## src/adc_fifo_pkg.sv

```systemverilog
// Package: constants for the ADC result queue serial readout block
package adc_fifo_pkg;
  localparam int unsigned entry_bits = 16;
  localparam int unsigned byte_bits = 8;
  localparam int unsigned result_bits = 12;
  localparam int unsigned reg_bits = 8;
  localparam int unsigned queue_depth = 8;
  localparam logic [2:0] reset_sel_pos = 3'h4;
  localparam logic [2:0] reset_scope_pos = 3'h3;
  localparam logic [7:0] config_reset_value = 8'h00;
  localparam logic [11:0] code_full_scale = 12'hfff;
  localparam int unsigned temp_frac_bits = 3;
  localparam logic [3:0] pos_last = 4'hf;
  localparam logic [3:0] pos_first_byte_end = 4'h7;
  localparam logic [2:0] wpos_last = 3'h7;
endpackage

```

## src/adc_fifo_partial_access.sv

```systemverilog
// Serial readout of the result queue with partial reads and partial writes
`timescale 1ns/100ps
`default_nettype none
module adc_fifo_partial_access
  import adc_fifo_pkg::*;
(
  // Clock and reset
  input wire logic clk,
  input wire logic reset,
  // Serial pins
  input wire logic cs_n,
  input wire logic sclk,
  input wire logic din,
  output logic dout,
  output logic dout_oe_n,
  // Conversion engine
  input wire logic convert_trigger_n,
  input wire logic scan_done,
  input wire logic result_valid,
  output logic result_ready,
  input wire logic [result_bits-1:0] result_code,
  input wire logic result_is_temp,
  output logic eoc_n,
  // Configuration and queue fault flag
  output logic [reg_bits-1:0] config_value,
  output logic config_strobe,
  output logic queue_fault
);
  typedef struct packed {
    logic [1:0] cs_sync;
    logic [1:0] sclk_sync;
    logic [1:0] din_sync;
    logic [1:0] cnv_sync;
    logic cs_prev;
    logic sclk_prev;
    logic cnv_prev;
    logic [3:0] bit_pos;
    logic entry_active;
    logic resumed;
    logic [3:0] bits_this_frame;
    logic [reg_bits-1:0] wr_shift;
    logic [2:0] wr_pos;
    logic wr_done;
    logic [reg_bits-1:0] cfg;
    logic cfg_stb;
    logic dout;
    logic eoc_n;
    logic fault;
  } state_t;
  state_t s_q;
  state_t s_d;
  logic cs_fall;
  logic cs_rise;
  logic sclk_rise;
  logic sclk_fall;
  logic cnv_fall;
  logic pop;
  logic flush;
  logic q_valid;
  logic [entry_bits-1:0] q_data;
  logic [entry_bits-1:0] entry_word;
  logic tail_done;
  logic second_cut;
  logic first_cut;
  assign cs_fall = s_q.cs_prev && !s_q.cs_sync[1];
  assign cs_rise = !s_q.cs_prev && s_q.cs_sync[1];
  assign sclk_rise = !s_q.sclk_prev && s_q.sclk_sync[1];
  assign sclk_fall = s_q.sclk_prev && !s_q.sclk_sync[1];
  assign cnv_fall = s_q.cnv_prev && !s_q.cnv_sync[1];
  // Eight bits after a cut first byte finish the entry
  assign tail_done = s_q.resumed && s_q.bits_this_frame == pos_first_byte_end;
  // Release inside the second byte, or inside the bits after a cut first byte
  assign second_cut = (s_q.bit_pos > 4'(byte_bits)) ||
    (s_q.resumed && s_q.bits_this_frame != '0);
  assign first_cut = s_q.bit_pos < 4'(byte_bits);
  // Leading nibble zero, straight binary code below
  assign entry_word = {4'h0, result_code};
  always_comb
  begin
    s_d = s_q;
    pop = 1'b0;
    flush = 1'b0;
    s_d.cfg_stb = 1'b0;
    s_d.cs_sync = {s_q.cs_sync[0], cs_n};
    s_d.sclk_sync = {s_q.sclk_sync[0], sclk};
    s_d.din_sync = {s_q.din_sync[0], din};
    s_d.cnv_sync = {s_q.cnv_sync[0], convert_trigger_n};
    s_d.cs_prev = s_q.cs_sync[1];
    s_d.sclk_prev = s_q.sclk_sync[1];
    s_d.cnv_prev = s_q.cnv_sync[1];
    if (scan_done)
      s_d.eoc_n = 1'b0;
    else if (cs_fall || cnv_fall)
      s_d.eoc_n = 1'b1;
    // New frame: write shifter reloads from current config
    if (cs_fall)
    begin
      s_d.bits_this_frame = '0;
      s_d.wr_pos = '0;
      s_d.wr_done = 1'b0;
      s_d.wr_shift = s_q.cfg;
      if (s_q.eoc_n)
        s_d.fault = 1'b1;
    end
    if (!s_q.cs_sync[1])
    begin
      // Output bit at current position, MSB first
      if (sclk_fall || cs_fall)
        s_d.dout = q_valid ? q_data[pos_last - s_q.bit_pos] : 1'b0;
      if (sclk_rise)
      begin
        // First eight bits fill the config byte from the top
        if (!s_q.wr_done)
        begin
          s_d.wr_shift[3'(wpos_last - s_q.wr_pos)] = s_q.din_sync[1];
          s_d.wr_pos = s_q.wr_pos + 3'h1;
          if (s_q.wr_pos == wpos_last)
            s_d.wr_done = 1'b1;
        end
        if (q_valid)
        begin
          s_d.entry_active = 1'b1;
          s_d.bit_pos = s_q.bit_pos + 4'h1;
          if (s_q.bits_this_frame != pos_last)
            s_d.bits_this_frame = s_q.bits_this_frame + 4'h1;
          // Last bit of the entry, or last of the bits after a cut
          if (s_q.bit_pos == pos_last || tail_done)
          begin
            pop = 1'b1;
            s_d.bit_pos = '0;
            s_d.entry_active = 1'b0;
            s_d.resumed = 1'b0;
          end
        end
      end
    end
    // Select released: commit a write, settle a cut entry
    if (cs_rise)
    begin
      if (s_q.wr_pos != '0 || s_q.wr_done)
      begin
        s_d.cfg = s_q.wr_shift;
        s_d.cfg_stb = 1'b1;
        if (s_q.wr_done && s_q.wr_shift[reset_sel_pos] && s_q.wr_shift[7:5] == 3'h0)
        begin
          flush = 1'b1;
          s_d.bit_pos = '0;
          s_d.entry_active = 1'b0;
          s_d.resumed = 1'b0;
          if (!s_q.wr_shift[reset_scope_pos])
            s_d.cfg = config_reset_value;
          s_d.fault = 1'b0;
        end
      end
      if (s_q.entry_active && !flush)
      begin
        if (second_cut)
        begin
          // Second byte cut: drop rest of entry, later entries stay
          pop = 1'b1;
          s_d.bit_pos = '0;
          s_d.entry_active = 1'b0;
          s_d.resumed = 1'b0;
        end
        else if (first_cut)
          s_d.resumed = 1'b1;
      end
    end
  end
  // Temperature codes carry 3 fraction bits (0.125 degree step) in the same 12-bit field
  logic [entry_bits-1:0] fifo_in;
  assign fifo_in = result_is_temp ? entry_word : entry_word;
  always_ff @(posedge clk)
  begin
    if (reset)
    begin
      s_q <= '0;
      s_q.cs_sync <= 2'h3;
      s_q.cs_prev <= 1'b1;
      s_q.sclk_prev <= 1'b0;
      s_q.cnv_sync <= 2'h3;
      s_q.cnv_prev <= 1'b1;
      s_q.eoc_n <= 1'b1;
      s_q.cfg <= config_reset_value;
    end
    else
      s_q <= s_d;
  end
  adc_result_fifo #(
    .width(entry_bits),
    .depth(queue_depth)
  ) u_queue (
    .clk(clk),
    .reset(reset),
    .flush(flush),
    .in_valid(result_valid),
    .in_ready(result_ready),
    .in_data(fifo_in),
    .out_valid(q_valid),
    .out_ready(pop),
    .out_data(q_data)
  );
  assign dout = s_q.dout;
  assign dout_oe_n = s_q.cs_sync[1];
  assign eoc_n = s_q.eoc_n;
  assign config_value = s_q.cfg;
  assign config_strobe = s_q.cfg_stb;
  assign queue_fault = s_q.fault;
endmodule
`default_nettype wire

```

## src/adc_result_fifo.sv

```systemverilog
// Result queue: parameterised FIFO with valid and ready on both sides
`timescale 1ns/100ps
`default_nettype none
module adc_result_fifo #(
  parameter int unsigned width = 16,
  parameter int unsigned depth = 8
) (
  // Clock and reset
  input wire logic clk,
  input wire logic reset,
  // Flush
  input wire logic flush,
  // Fill side
  input wire logic in_valid,
  output logic in_ready,
  input wire logic [width-1:0] in_data,
  // Drain side
  output logic out_valid,
  input wire logic out_ready,
  output logic [width-1:0] out_data
);
  localparam int unsigned aw = $clog2(depth);
  typedef struct packed {
    logic [depth-1:0][width-1:0] mem;
    logic [aw-1:0] wr;
    logic [aw-1:0] rd;
    logic [aw:0] count;
  } fifo_state_t;
  fifo_state_t s_q;
  fifo_state_t s_d;
  logic push;
  logic pop;
  assign in_ready = (s_q.count != (aw+1)'(depth)) || pop;
  assign out_valid = s_q.count != '0;
  assign out_data = s_q.mem[s_q.rd];
  assign pop = out_valid && out_ready;
  assign push = in_valid && in_ready;
  always_comb
  begin
    s_d = s_q;
    if (push)
    begin
      s_d.mem[s_q.wr] = in_data;
      s_d.wr = (s_q.wr == aw'(depth - 1)) ? '0 : s_q.wr + aw'(1);
    end
    if (pop)
      s_d.rd = (s_q.rd == aw'(depth - 1)) ? '0 : s_q.rd + aw'(1);
    s_d.count = s_q.count + (aw+1)'(push) - (aw+1)'(pop);
    if (flush)
    begin
      s_d.wr = '0;
      s_d.rd = '0;
      s_d.count = '0;
    end
  end
  always_ff @(posedge clk)
  begin
    if (reset)
      s_q <= '0;
    else
      s_q <= s_d;
  end
endmodule
`default_nettype wire

```

## config.mk

```make
export PLATFORM = sky130hd
export DESIGN_NAME = adc_fifo_partial_access
export DESIGN_NICKNAME = d
export VERILOG_FILES = /design/src/adc_fifo_pkg.sv /design/src/adc_fifo_partial_access.sv /design/src/adc_result_fifo.sv
export SDC_FILE = /design/constraint.sdc
export NUM_CORES = 1
export LEC_CHECK = 0
export BUFFER_PORTS_ARGS = -buffer_cell sky130_fd_sc_hd__buf_4
export CAP_MARGIN = 20
export CORE_ASPECT_RATIO = 1.5
export CORE_MARGIN = 2
export CORE_UTILIZATION = 55
export CTS_BUF_LIST = sky130_fd_sc_hd__clkbuf_4
export DETAILED_ROUTE_END_ITERATION = 12
export PLACE_DENSITY_LB_ADDON = 0.05
export SLEW_MARGIN = 30
export SYNTH_ARGS = -nofsm -noshare
export SYNTH_HDL_FRONTEND = slang
export SYNTH_HIERARCHICAL = 1
export SYNTH_SLANG_ARGS = --single-unit
```

## constraint.sdc

```tcl
create_clock -name clk -period 7.33 [get_ports clk]
set_input_delay 1.8325 -clock clk [delete_from_list [all_inputs] [get_ports clk]]
set_output_delay 1.8325 -clock clk [all_outputs]
set_load 0.05 [all_outputs]
```

* Word level (Yosys, flattened, before mapping)
Cells that the tools add are included. Widths: inputs -> output; s select.
Word-level totals: input bits 21, register bits after elaboration 183, output and inout port bits 14
Operators by class: reductions and logical operators 35, magnitude comparators 8, muxes and demuxes 49, $add $sub $neg 9, eq/ne operators 7, bitwise operators 2
Operator list (count):
- $bwmux 128 | 1
- $bmux 16 s3 | 1
- $demux 16 s3 | 1
- $mux 16 | 3
- $mux 22 | 2
- $mux 6 | 5
- $mux 1 | 25
- $mux 8 | 2
- $logic_and 1x1->1 | 14
- $lt 3x4->1 const B | 3
- $mux 12 | 1
- $mux 10 | 1
- $add 3x1->3 const B | 3
- $eq 3x3->1 const B | 3
- $add 4x1->4 const B | 2
- $bwmux 8 | 1
- $ne 4x4->1 const B | 2
- $reduce_bool 4->1 | 2
- $ge 3x1->1 const B | 2
- $logic_not 1->1 | 6
- $logic_or 1x1->1 | 6
- $mux 3 | 2
- $lt 4x5->1 const B | 1
- $mux 5 | 1
- 17 further kinds | 20

* Logic depth before layout (Yosys ltp)
Gate-level depths: netlist of the first run.
word-level depth 15, depth in mapped cells 17, depth with buffers taken out 16

* Hierarchy
The synthesis of the first run kept the hierarchy.
Modules (own cells, without submodules):
- adc_result_fifo | times used 1, cells an instance 590, area each 6812.8 um^2, seq. area each 2762.6 um^2
- adc_fifo_partial_access | times used 1, cells an instance 239, area each 2213.4 um^2, seq. area each 900.9 um^2

* Worst setup path before layout of the first run
No wires, ideal clock.
kind reg2out, start register u_queue/s_q[2] (netlist bit), end output port result_ready, path buffers 2, data arrival time 2.329 ns, stages on the path, launching flop included 11, slack 3.169 ns, cells stage by stage dfxtp_1 > inv_1 > ha_1 > nor3b_1 > inv_1 > nand4bb_1 > clkbuf_1 > o2bb2ai_1 > nand2b_1 > buf_6 > nand3_1
Between the ends: longest elaborated chain between the ends 9, elaborated cells on any way between the ends 10, those cells by class eq/ne: 1; mux: 6; reduce/logical: 3
Ends and longest elaborated chain:
- start: declaration | RTL line adc_result_fifo.sv:29 | fifo_state_t s_q;
- start signal: assignment | RTL line adc_result_fifo.sv:59 | s_q <= '0;
- start signal: assignment | RTL line adc_result_fifo.sv:61 | s_q <= s_d;
- $reduce_bool 4->1 * | RTL line adc_result_fifo.sv:34 | assign out_valid = s_q.count != '0;
- net q_valid | RTL line adc_fifo_partial_access.sv:59 | logic q_valid;
- $mux 1 * | RTL line adc_fifo_partial_access.sv:120 | if (q_valid)
- $mux 1 * | RTL line adc_fifo_partial_access.sv:110 | if (sclk_rise)
- $mux 1 * | RTL line adc_fifo_partial_access.sv:105 | if (!s_q.cs_sync[1])
- $mux 1 | RTL line adc_fifo_partial_access.sv:157 | if (second_cut)
- $mux 1 | RTL line adc_fifo_partial_access.sv:155 | if (s_q.entry_active && !flush)
- $mux 1 * | RTL line adc_fifo_partial_access.sv:138 | if (cs_rise)
- net pop | RTL line adc_fifo_partial_access.sv:57 | logic pop;
- $logic_and 1x1->1 * | RTL line adc_result_fifo.sv:36 | assign pop = out_valid && out_ready;
- $logic_or 1x1->1 * | RTL line adc_result_fifo.sv:33 | assign in_ready = (s_q.count != (aw+1)'(depth)) || pop;
- end: declaration | RTL line adc_fifo_partial_access.sv:20 | output logic result_ready,
The timed path passes the listed nets; every way through them passes the cells marked *.

* Worst setup path in the final report of the first run
Same ends and word-level chain as after synthesis.

==> metrics, run 1 <==
initial detailed-routing violation count=258; r2r endpoint=u_queue/s_q[2]; CTS Buf Count=17; CP cell instances=inv_1 > ha_1 > nor3b_1 > inv_1 > nand4bb_1 > o2bb2ai_1 > nand2b_1 > nand3_1 > buf_4; die extent in x=109 um; critical path class=register to primary output; post-cts sizing count=0; drt pass-1 iters=5; Antenna Nets Post-Route=0; Final Hold Vio Count=0; FF+latch count, synth=183; crit-path max cell delay=0.54 ns; Die Ht=161 um; CTS Root Cell=clkbuf_4; Tmin final=5.47 ns; Hold-fix buffers, CTS=0; antenna violations before repair=1; Core Region=16,100 um^2; post-CTS setup buffer count=0; Seq/Total Area, Yosys=0.406; Longest Clk Path Bufs=2; predominant post-synthesis flop cell=dfxtp_1; reg2reg setup slack=3.00 ns; Least-Margin Pin Slew=0.948 ns; Vias=5,886; post-synth top area cell=dfxtp_1; Final Non-Filler Cells=1,033; synthesized instance count=829; layout cells sized above 1=0.186; Pleak=4.01 nW; H-tree depth=4; Syn Std Cell Area=9030 um^2; Worst R2R Start=u_queue/s_q[2]; CTS tree=yes; GRT Overall Usage=0.228; Crit Path Max Fanout=14; cell mode on critical path=inv_1; Detailed Place HPWL=12.4 mm; Final GP Congestion=0.760; top-area cell type share of the netlist area=0.406; floorplan row count=57; number of max-cap violations=0; fin. max-slew vios=0; EDFF count, synth=0; Setup Viol. Count Final=0; Synth Warn #=6; setup tns final=0 ns; num ports=35; Slew Limit Headroom=0.366; IO buf count=33; CP required=5.50 ns; total wire length=18.9 mm; RSZ-0062 raised after global routing=false; worst clock skew=0.0219 ns; Fmax achieved=183 MHz; cell area power density=207 nW/um^2; worst hold endpoint=dout_oe_n; Async SR Flop Fraction=0; Worst Hold Launch=s_d[44]; path depth of the worst reg2reg path=16; first-pass GRT wire length=30.8 mm; WHS Path Cells=1; Pwr Total=1.95 mW; count leader, synth=dfxtp_1; crit path buf inv count=3; largest net degree at the start of global routing=116; post-placement cell count=1,000; Hold Crit Class=register to register; clk_lat worst skew=0.58 ns; Clk pin slew, worst setup/hold paths=0.14 ns; synth cell count leaders=183 x dfxtp_1, 147 x nand2b_1, 144 x mux2i_1; Routed wire per std cell=18.3 um; CP endpoint kind=primary output; Synth Area per Inst=10.9 um^2; Tcrit/Tclk final=0.746; Cell variety after synth=68; Initial Utilization=0.560; outcome=complete, no violations; arrival time worst endpoint=3.64 ns; Synth area leaders=dfxtp_1 41%, mux2i_1 16%, nand2b_1 10%; # DRC=0; DR vias/cell=5.70; Die Area=17,500 um^2; VDD IR max=0.109 mV; CP startpoint kind=register; global route overflow=0; vias in the first global route=6,045; nets=851; TritonCTS sink count=183; Max stage delay cell, worst path=nor3b_1; crit-path leading delay family=simple AND/OR/NAND/NOR gates; Layout area overhead=4.48%
per-stage QoR:
step           cell area [um^2]  setup WS, ns  hold WS [ns]   util
5_1_grt                    9430          1.54         0.439  0.585
3_3_place_gp               9130          2.62         0.392  0.566
6_report                   9430          1.86         0.426  0.585
4_1_cts                    9430          1.82         0.431  0.585
3_5_place_dp               9130          2.50         0.396  0.566
2_1_floorplan              9040          3.17         0.389      -
cell usage in the layout (no fill, tap or decap), types with 5 or more instances in the layout:
cell type / synthesis / layout
nand3_1: 12 / 12
o21ai_0: 8 / 8
nand2b_1: 147 / 147
mux4_2: 36 / 36
mux2i_1: 144 / 144
a21oi_1: 21 / 21
nor2_1: 22 / 22
clkbuf_4: 0 / 20
nand3b_1: 6 / 6
mux2_2: 22 / 22
nand2_1: 25 / 25
nand4_1: 5 / 5
a311o_1: 5 / 5
or2_2: 7 / 7
dfxtp_1: 183 / 181
nor2b_1: 10 / 10
inv_1: 17 / 17
ha_1: 16 / 16
buf_4: 12 / 43
state kept, by name (all words and copies together), names as in the netlist:
signal and count:
eoc_n 1, dout 1, dout_oe_n 1, queue_fault 1, u_queue/s_q 138, s_q 26, config_value 8, s_d 6
config_strobe 1
layer usage:
layer | routed length, um | global-route usage
met3 | 463 | 0.0434
met1 | 7740 | 0.261
met2 | 10400 | 0.420
met4 | 336 | 0.0717
met5 | 0 | 0
cells by family after synthesis:
family	share of synthesized area
other	0.000415
flip-flops	0.406
XOR/XNOR	0.000971
multiplexers	0.277
AND/OR/NAND/NOR	0.174
AO/OA/AOI/OAI	0.0552
buffers and inverters	0.0618
adder cells (fa/ha/maj)	0.0244
cell type report:
type / count / area (um^2)
tap: 206 / 258
inverter: 17 / 63.8
fill: 1398 / 6690
sequential: 183 / 3670
clock inverter: 12 / 151
timing repair buffer: 43 / 323
multi-input combinational: 551 / 4820
clock buffer: 20 / 150
antenna: 1 / 2.50
where the power goes:
part           switching [mW]  leakage, nW  internal [mW]
combinational           0.159         2.37          0.134
clock                   0.344        0.153          0.247
sequential             0.0295         1.48           1.04
total                   0.532         4.01           1.42
worst register-to-register path: stages (launching register included):
cell and delay (ns):
dfxtp_1 0.33, inv_1 0.07, ha_1 0.23, nor3b_1 0.20, inv_1 0.21, nand4bb_1 0.50
o2bb2ai_1 0.69, nor2b_1 0.47, o31a_1 0.31, inv_1 0.07, ha_1 0.27, inv_1 0.06
ha_1 0.16, inv_1 0.06, fa_1 0.37, xor2_1 0.18, nor2_1 0.05
how the worst max path moves through the flow:
stage,depth (start not counted),endpoint,start
6_report,9,result_ready,u_queue/s_q[2]
3_5_place_dp,9,result_ready,u_queue/s_q[2]
3_3_place_gp,9,result_ready,u_queue/s_q[2]
5_1_grt,9,result_ready,u_queue/s_q[2]
2_1_floorplan,10,result_ready,u_queue/s_q[2]
4_1_cts,9,result_ready,u_queue/s_q[2]
No activity file was read; power rests on OpenSTA's default activity.
==> run 2, diff against run 1 <==
- clock period: 7.33 -> 4.8 ns (I/O delays scaled with it)
==> run 2 against run 1 <==
Compared with the run above: power is 50% higher; register-to-register slack got worse by 2.0 ns; setup slack got worse by 1.5 ns; clock skew down 0.0038 ns; die area unchanged; global-route usage is 0.39 points higher; count of clock-buffer cells in the layout is 1 lower; routed wire length rose by 1.4%; sequential share of layout area fell by 0.087 points; utilization is 0.13 points higher; sequential power grew 52%; clock power rose by 43%; critical path type unchanged; largest cell class unchanged.
==> metrics, run 2 (synthesized netlist as in run 1, its figures left out) <==
outcome=complete, no violations; clk_lat worst skew=0.55 ns; crit-path leading delay family=simple AND/OR/NAND/NOR gates; Max stage delay cell, worst path=nor3b_1; CTS Root Cell=clkbuf_4; DR vias/cell=5.69; number of max-cap violations=0; CP cell instances=inv_1 > ha_1 > nor3b_1 > inv_1 > nand4bb_1 > buf_4 > o2bb2ai_1 > nand2b_1 > nand3_1 > buf_4; Die Area=17,500 um^2; first-pass GRT wire length=31.6 mm; vias in the first global route=6,219; Die Ht=161 um; setup tns final=0 ns; Antenna Nets Post-Route=0; global route overflow=0; Least-Margin Pin Slew=0.998 ns; CP endpoint kind=primary output; Fillers=1,394; Final GP Congestion=0.771; Final Hold Vio Count=0; total wire length=19.2 mm; reg2reg setup slack=0.98 ns; Tcrit/Tclk final=0.924; Crit Path Max Fanout=14; CTS Buf Count=17; nets=856; worst clock skew=0.0181 ns; Final Non-Filler Cells=1,038; post-CTS setup buffer count=0; Setup Viol. Count Final=0; cell area power density=309 nW/um^2; Vias=5,908; post-cts sizing count=0; Hold-fix buffers, CTS=0; Detailed Place HPWL=12.9 mm; area of the multi-input gates=4820 um^2; antenna violations before repair=1; # DRC=0; initial detailed-routing violation count=256; Core Region=16,100 um^2; CP startpoint kind=register; Tmin final=4.44 ns; Slew Limit Headroom=0.333; CTS tree=yes; fin. max-slew vios=0; floorplan row count=57; Pleak=4.04 nW; Worst path depth=10; register area=3670 um^2; WHS Path Cells=1; most common cell after layout, fill and taps aside=dfxtp_1; crit path buf inv count=4; largest net degree at the start of global routing=93; Longest Clk Path Bufs=2; Clk pin slew, worst setup/hold paths=0.15 ns; path depth of the worst reg2reg path=16; Fmax achieved=225 MHz; die extent in x=109 um; IO buf count=33; commonest non-fill, non-tap cells in the layout=181 x dfxtp_1, 147 x nand2b_1, 144 x mux2i_1; Initial Utilization=0.560; Largest register FFs=138; Layout area overhead=4.71%; RSZ-0062 raised after global routing=false; VDD IR max=0.195 mV; critical path class=register to primary output; Hold Crit Class=register to register; num ports=35; layout cells sized above 1=0.190; Routed wire per std cell=18.5 um; Biggest register=u_queue/s_q; GRT Overall Usage=0.232; drt pass-1 iters=5; CP required=3.60 ns; TritonCTS sink count=183; post-placement cell count=1,005; arrival time worst endpoint=3.24 ns; crit-path max cell delay=0.51 ns; H-tree depth=4
-- run 2: changes by cell type in the layout (fill, tap and decap cells not counted), sizes merged --
cell,before,now
buf,43,48
bufinv,3,2
clkbuf,20,19
clkinv,4,8
clkinvlp,4,1
inv,18,19
-- run 2: layout make-up --
cell class / instances / share of cell area
diodes: 1 / 0.000265
clock buffers: 19 / 0.0151
clock inverters: 13 / 0.0138
inverters: 17 / 0.00675
multi-input cells: 551 / 0.510
flip-flops and latches: 183 / 0.388
well taps: 206 / 0.0273
repair buffers: 48 / 0.0394
-- run 2: final timing paths --
| path | from | to |
|---|---|---|
| worst min-delay path | s_d[38] | s_d[34] |
| worst max register to register | u_queue/s_q[2] | u_queue/s_q[3] |
| worst min register to register | s_d[38] | s_d[34] |
| worst max-delay path | u_queue/s_q[2] | result_ready |
-- run 2: metal layers --
layer / GRT usage / up-vias / part of all wire
li1: - / 2864 / -
met1: 0.266 / 2922 / 0.41
met2: 0.429 / 95 / 0.55
met3: 0.0402 / 27 / 0.024
met4: 0.0723 / 0 / 0.021
met5: 0 / - / 0
-- run 2: stage by stage --
step	setup WS, ns	area (um^2)	utilization	total power [mW]	hold WS (ns)
2_1_floorplan	1.27	9040	-	2.01	0.389
3_3_place_gp	1.09	9180	0.569	2.09	0.392
3_5_place_dp	0.983	9180	0.569	2.11	0.392
4_1_cts	0.313	9450	0.586	2.95	0.427
5_1_grt	0.0453	9450	0.586	3.07	0.438
6_report	0.364	9450	0.586	2.92	0.425
-- run 2: where the power goes --
group	internal, mW	total (mW)	switching, mW	leakage [nW]
clock	0.319	0.842	0.523	0.152
sequential	1.58	1.63	0.0452	1.48
combinational	0.205	0.451	0.246	2.40
-- run 2: worst register-to-register path, cell delays in order (launching register included) --
cell and delay, ns:
dfxtp_1 0.33, inv_1 0.10, ha_1 0.20, nor3b_1 0.51, inv_1 0.27, nand4bb_1 0.18, buf_4 0.20, o2bb2ai_1 0.17
nor2b_1 0.24, o31a_1 0.34, inv_1 0.08, ha_1 0.18, inv_1 0.06, ha_1 0.27, a21o_1 0.18, a21oi_1 0.21
mux2i_1 0.23
==> run 3, diff against run 2 <==
- CORE_UTILIZATION: 55 -> 45
- SYNTH_HIERARCHICAL: 1 -> default
==> run 3 against run 2 <==
Compared with the run above: global-route usage fell by 3.2 points; critical path depth fell by 4; area after synthesis fell by 23%; flip-flop and latch count fell by 32; register-to-register slack improved by 0.68 ns; utilization fell by 9.0 points; critical path type unchanged; die area fell by 5.6%; sequential share of layout area rose by 1.4 points; routed wire length fell by 19%; clock power fell by 4.9%; non-clock buffer count fell by 10; clock skew rose by 0.0038 ns.
==> metrics, run 3 <==
global route overflow=0; antenna violations before repair=1; vias in the first global route=4,955; Routed wire per std cell=16.5 um; Tmin final=3.99 ns; met3 usage=0.0433; crit path buf inv count=1; RSZ-0062 raised after global routing=false; H-tree depth=4; post-CTS setup buffer count=0; register area=3020 um^2; Detailed Place HPWL=10.5 mm; VDD IR max=0.178 mV; Max stage delay cell, worst path=dfxtp_1; total wire length=15.5 mm; post-placement cell count=908; most common cell after layout, fill and taps aside=dfxtp_1; die extent in x=106 um; GRT Overall Usage=0.200; Biggest register=u_queue.s_q; drt pass-1 iters=4; IO buf count=33; Clk pin slew, worst setup/hold paths=0.11 ns; Synth area leaders=dfxtp_1 43%, mux2i_1 19%, nand2_1 7.8%; met1 Use GR=0.234; Core Region=15,100 um^2; number of max-cap violations=0; layout cells sized above 1=0.133; num ports=35; area of the multi-input gates=3590 um^2; DR vias/cell=5.36; critical path class=register to primary output; count leader, synth=dfxtp_1; worst slack at placement=1.42 ns; Internal Pwr Total=1.83 mW; commonest non-fill, non-tap cells in the layout=150 x dfxtp_1, 145 x nand2_1, 133 x mux2i_1; Fillers=1,459; EDFF count, synth=0; met2 usage=0.359; Clk pwr share=0.320; clk_lat worst skew=0.56 ns; sw frac=0.269; worst clock skew=0.0219 ns; CTS Buf Count=17; largest net degree at the start of global routing=79; Hold-fix buffers, CTS=0; Worst R2R Start=s_q[30]; Cell variety after synth=53; Vias=5,050; synthesized instance count=725; first-pass GRT wire length=25.5 mm; Crit Path Max Fanout=15; CTS Root Cell=clkbuf_4; Pleak=3.24 nW; setup tns final=0 ns; Combinational Power Share=0.142; Setup Viol. Count Final=0; Synth Area per Inst=9.60 um^2; Die Ht=156 um; floorplan row count=55; Largest register FFs=106; Slew Limit Headroom=0.419; Worst Hold Launch=s_d[44]; CP cell instances=ha_1 > nand3_1 > a21oi_1 > o21ai_1 > o2111ai_4 > buf_4; Setup crit start=s_q[30]; FF+latch count, synth=151; WHS=0.423 ns; Final Core Density=0.497; nets=767; sw power=674 uW; Mapped Nets=763; Hold Crit Class=register to register; arrival time worst endpoint=2.79 ns; Final WS setup=0.807 ns; Tcrit/Tclk final=0.832; cell area power density=333 nW/um^2; CTS tree=yes; # DRC=0; predominant post-synthesis flop cell=dfxtp_1; CP endpoint kind=primary output; synth cell count leaders=151 x dfxtp_1, 145 x nand2_1, 133 x mux2i_1; fin. max-slew vios=0; initial detailed-routing violation count=174; post-cts sizing count=0; Fmax achieved=250 MHz; Initial Utilization=0.460; crit-path leading delay family=compound AO/OA/AOI/OAI gates; CP required=3.60 ns; crit-path max cell delay=0.66 ns; Least-Margin Pin Slew=0.871 ns; post-synth top area cell=dfxtp_1; Syn Std Cell Area=6960 um^2; Final Non-Filler Cells=942; Final Hold Vio Count=0; Antenna Nets Post-Route=0; Async SR Flop Fraction=0; Die Area=16,500 um^2; Synth Warn #=0; Final GP Congestion=0.764; Seq/Total Area, Yosys=0.434; TritonCTS sink count=151; top-area cell type share of the netlist area=0.434; outcome=complete, no violations; Seq pwr share=0.538; busiest grt layer=met2; CP startpoint kind=register; Longest Clk Path Bufs=2; Layout area overhead=8.07%
run 3: final timing paths:
kind / end / cells after the start / slack (ns)
max: result_ready / 6 / 0.81
min reg2reg: dout_oe_n / 1 / 0.42
min: dout_oe_n / 1 / 0.42
max reg2reg: u_queue.s_q[2] / 11 / 1.66
run 3: final cells by class:
cell class / count / area share
Multi-Input combinational cell: 504 / 0.477
Clock inverter: 12 / 0.0178
Antenna cell: 1 / 0.000333
Timing Repair Buffer: 38 / 0.0406
Inverter: 17 / 0.00865
Clock buffer: 20 / 0.0200
Sequential cell: 151 / 0.402
Tap cell: 199 / 0.0331
run 3: per-layer routing:
layer  vias to the layer above  share of wire
met1                      2433           0.43
met2                        67           0.53
li1                       2531              -
met3                        19          0.025
met5                         -              0
met4                         0          0.015
run 3: cells by family after synthesis:
group / after synthesis / share of synthesized area
AOI/OAI and AO/OA: 87 / 0.0838
xor gates and xnor gates: 2 / 0.00252
adders and majority gates: 17 / 0.0316
buffers and inverters: 70 / 0.0511
DFF: 151 / 0.434
muxes: 147 / 0.233
and+or+nand+nor: 251 / 0.163
run 3: per-stage QoR:
step / cell area, um^2 / total power [mW]
global placement: 7200 / 1.72
detailed placement: 7220 / 1.73
global route: 7520 / 2.63
floorplan: 6960 / 1.64
CTS: 7500 / 2.54
finish: 7520 / 2.50
run 3: power groups by stage:
stage / logic, mW / clock network [mW] / registers [mW]
finish: 0.356 / 0.801 / 1.34
detailed placement: 0.361 / 0 / 1.37
global route: 0.396 / 0.882 / 1.35
floorplan: 0.282 / 0 / 1.36
global placement: 0.351 / 0 / 1.37
CTS: 0.363 / 0.833 / 1.35
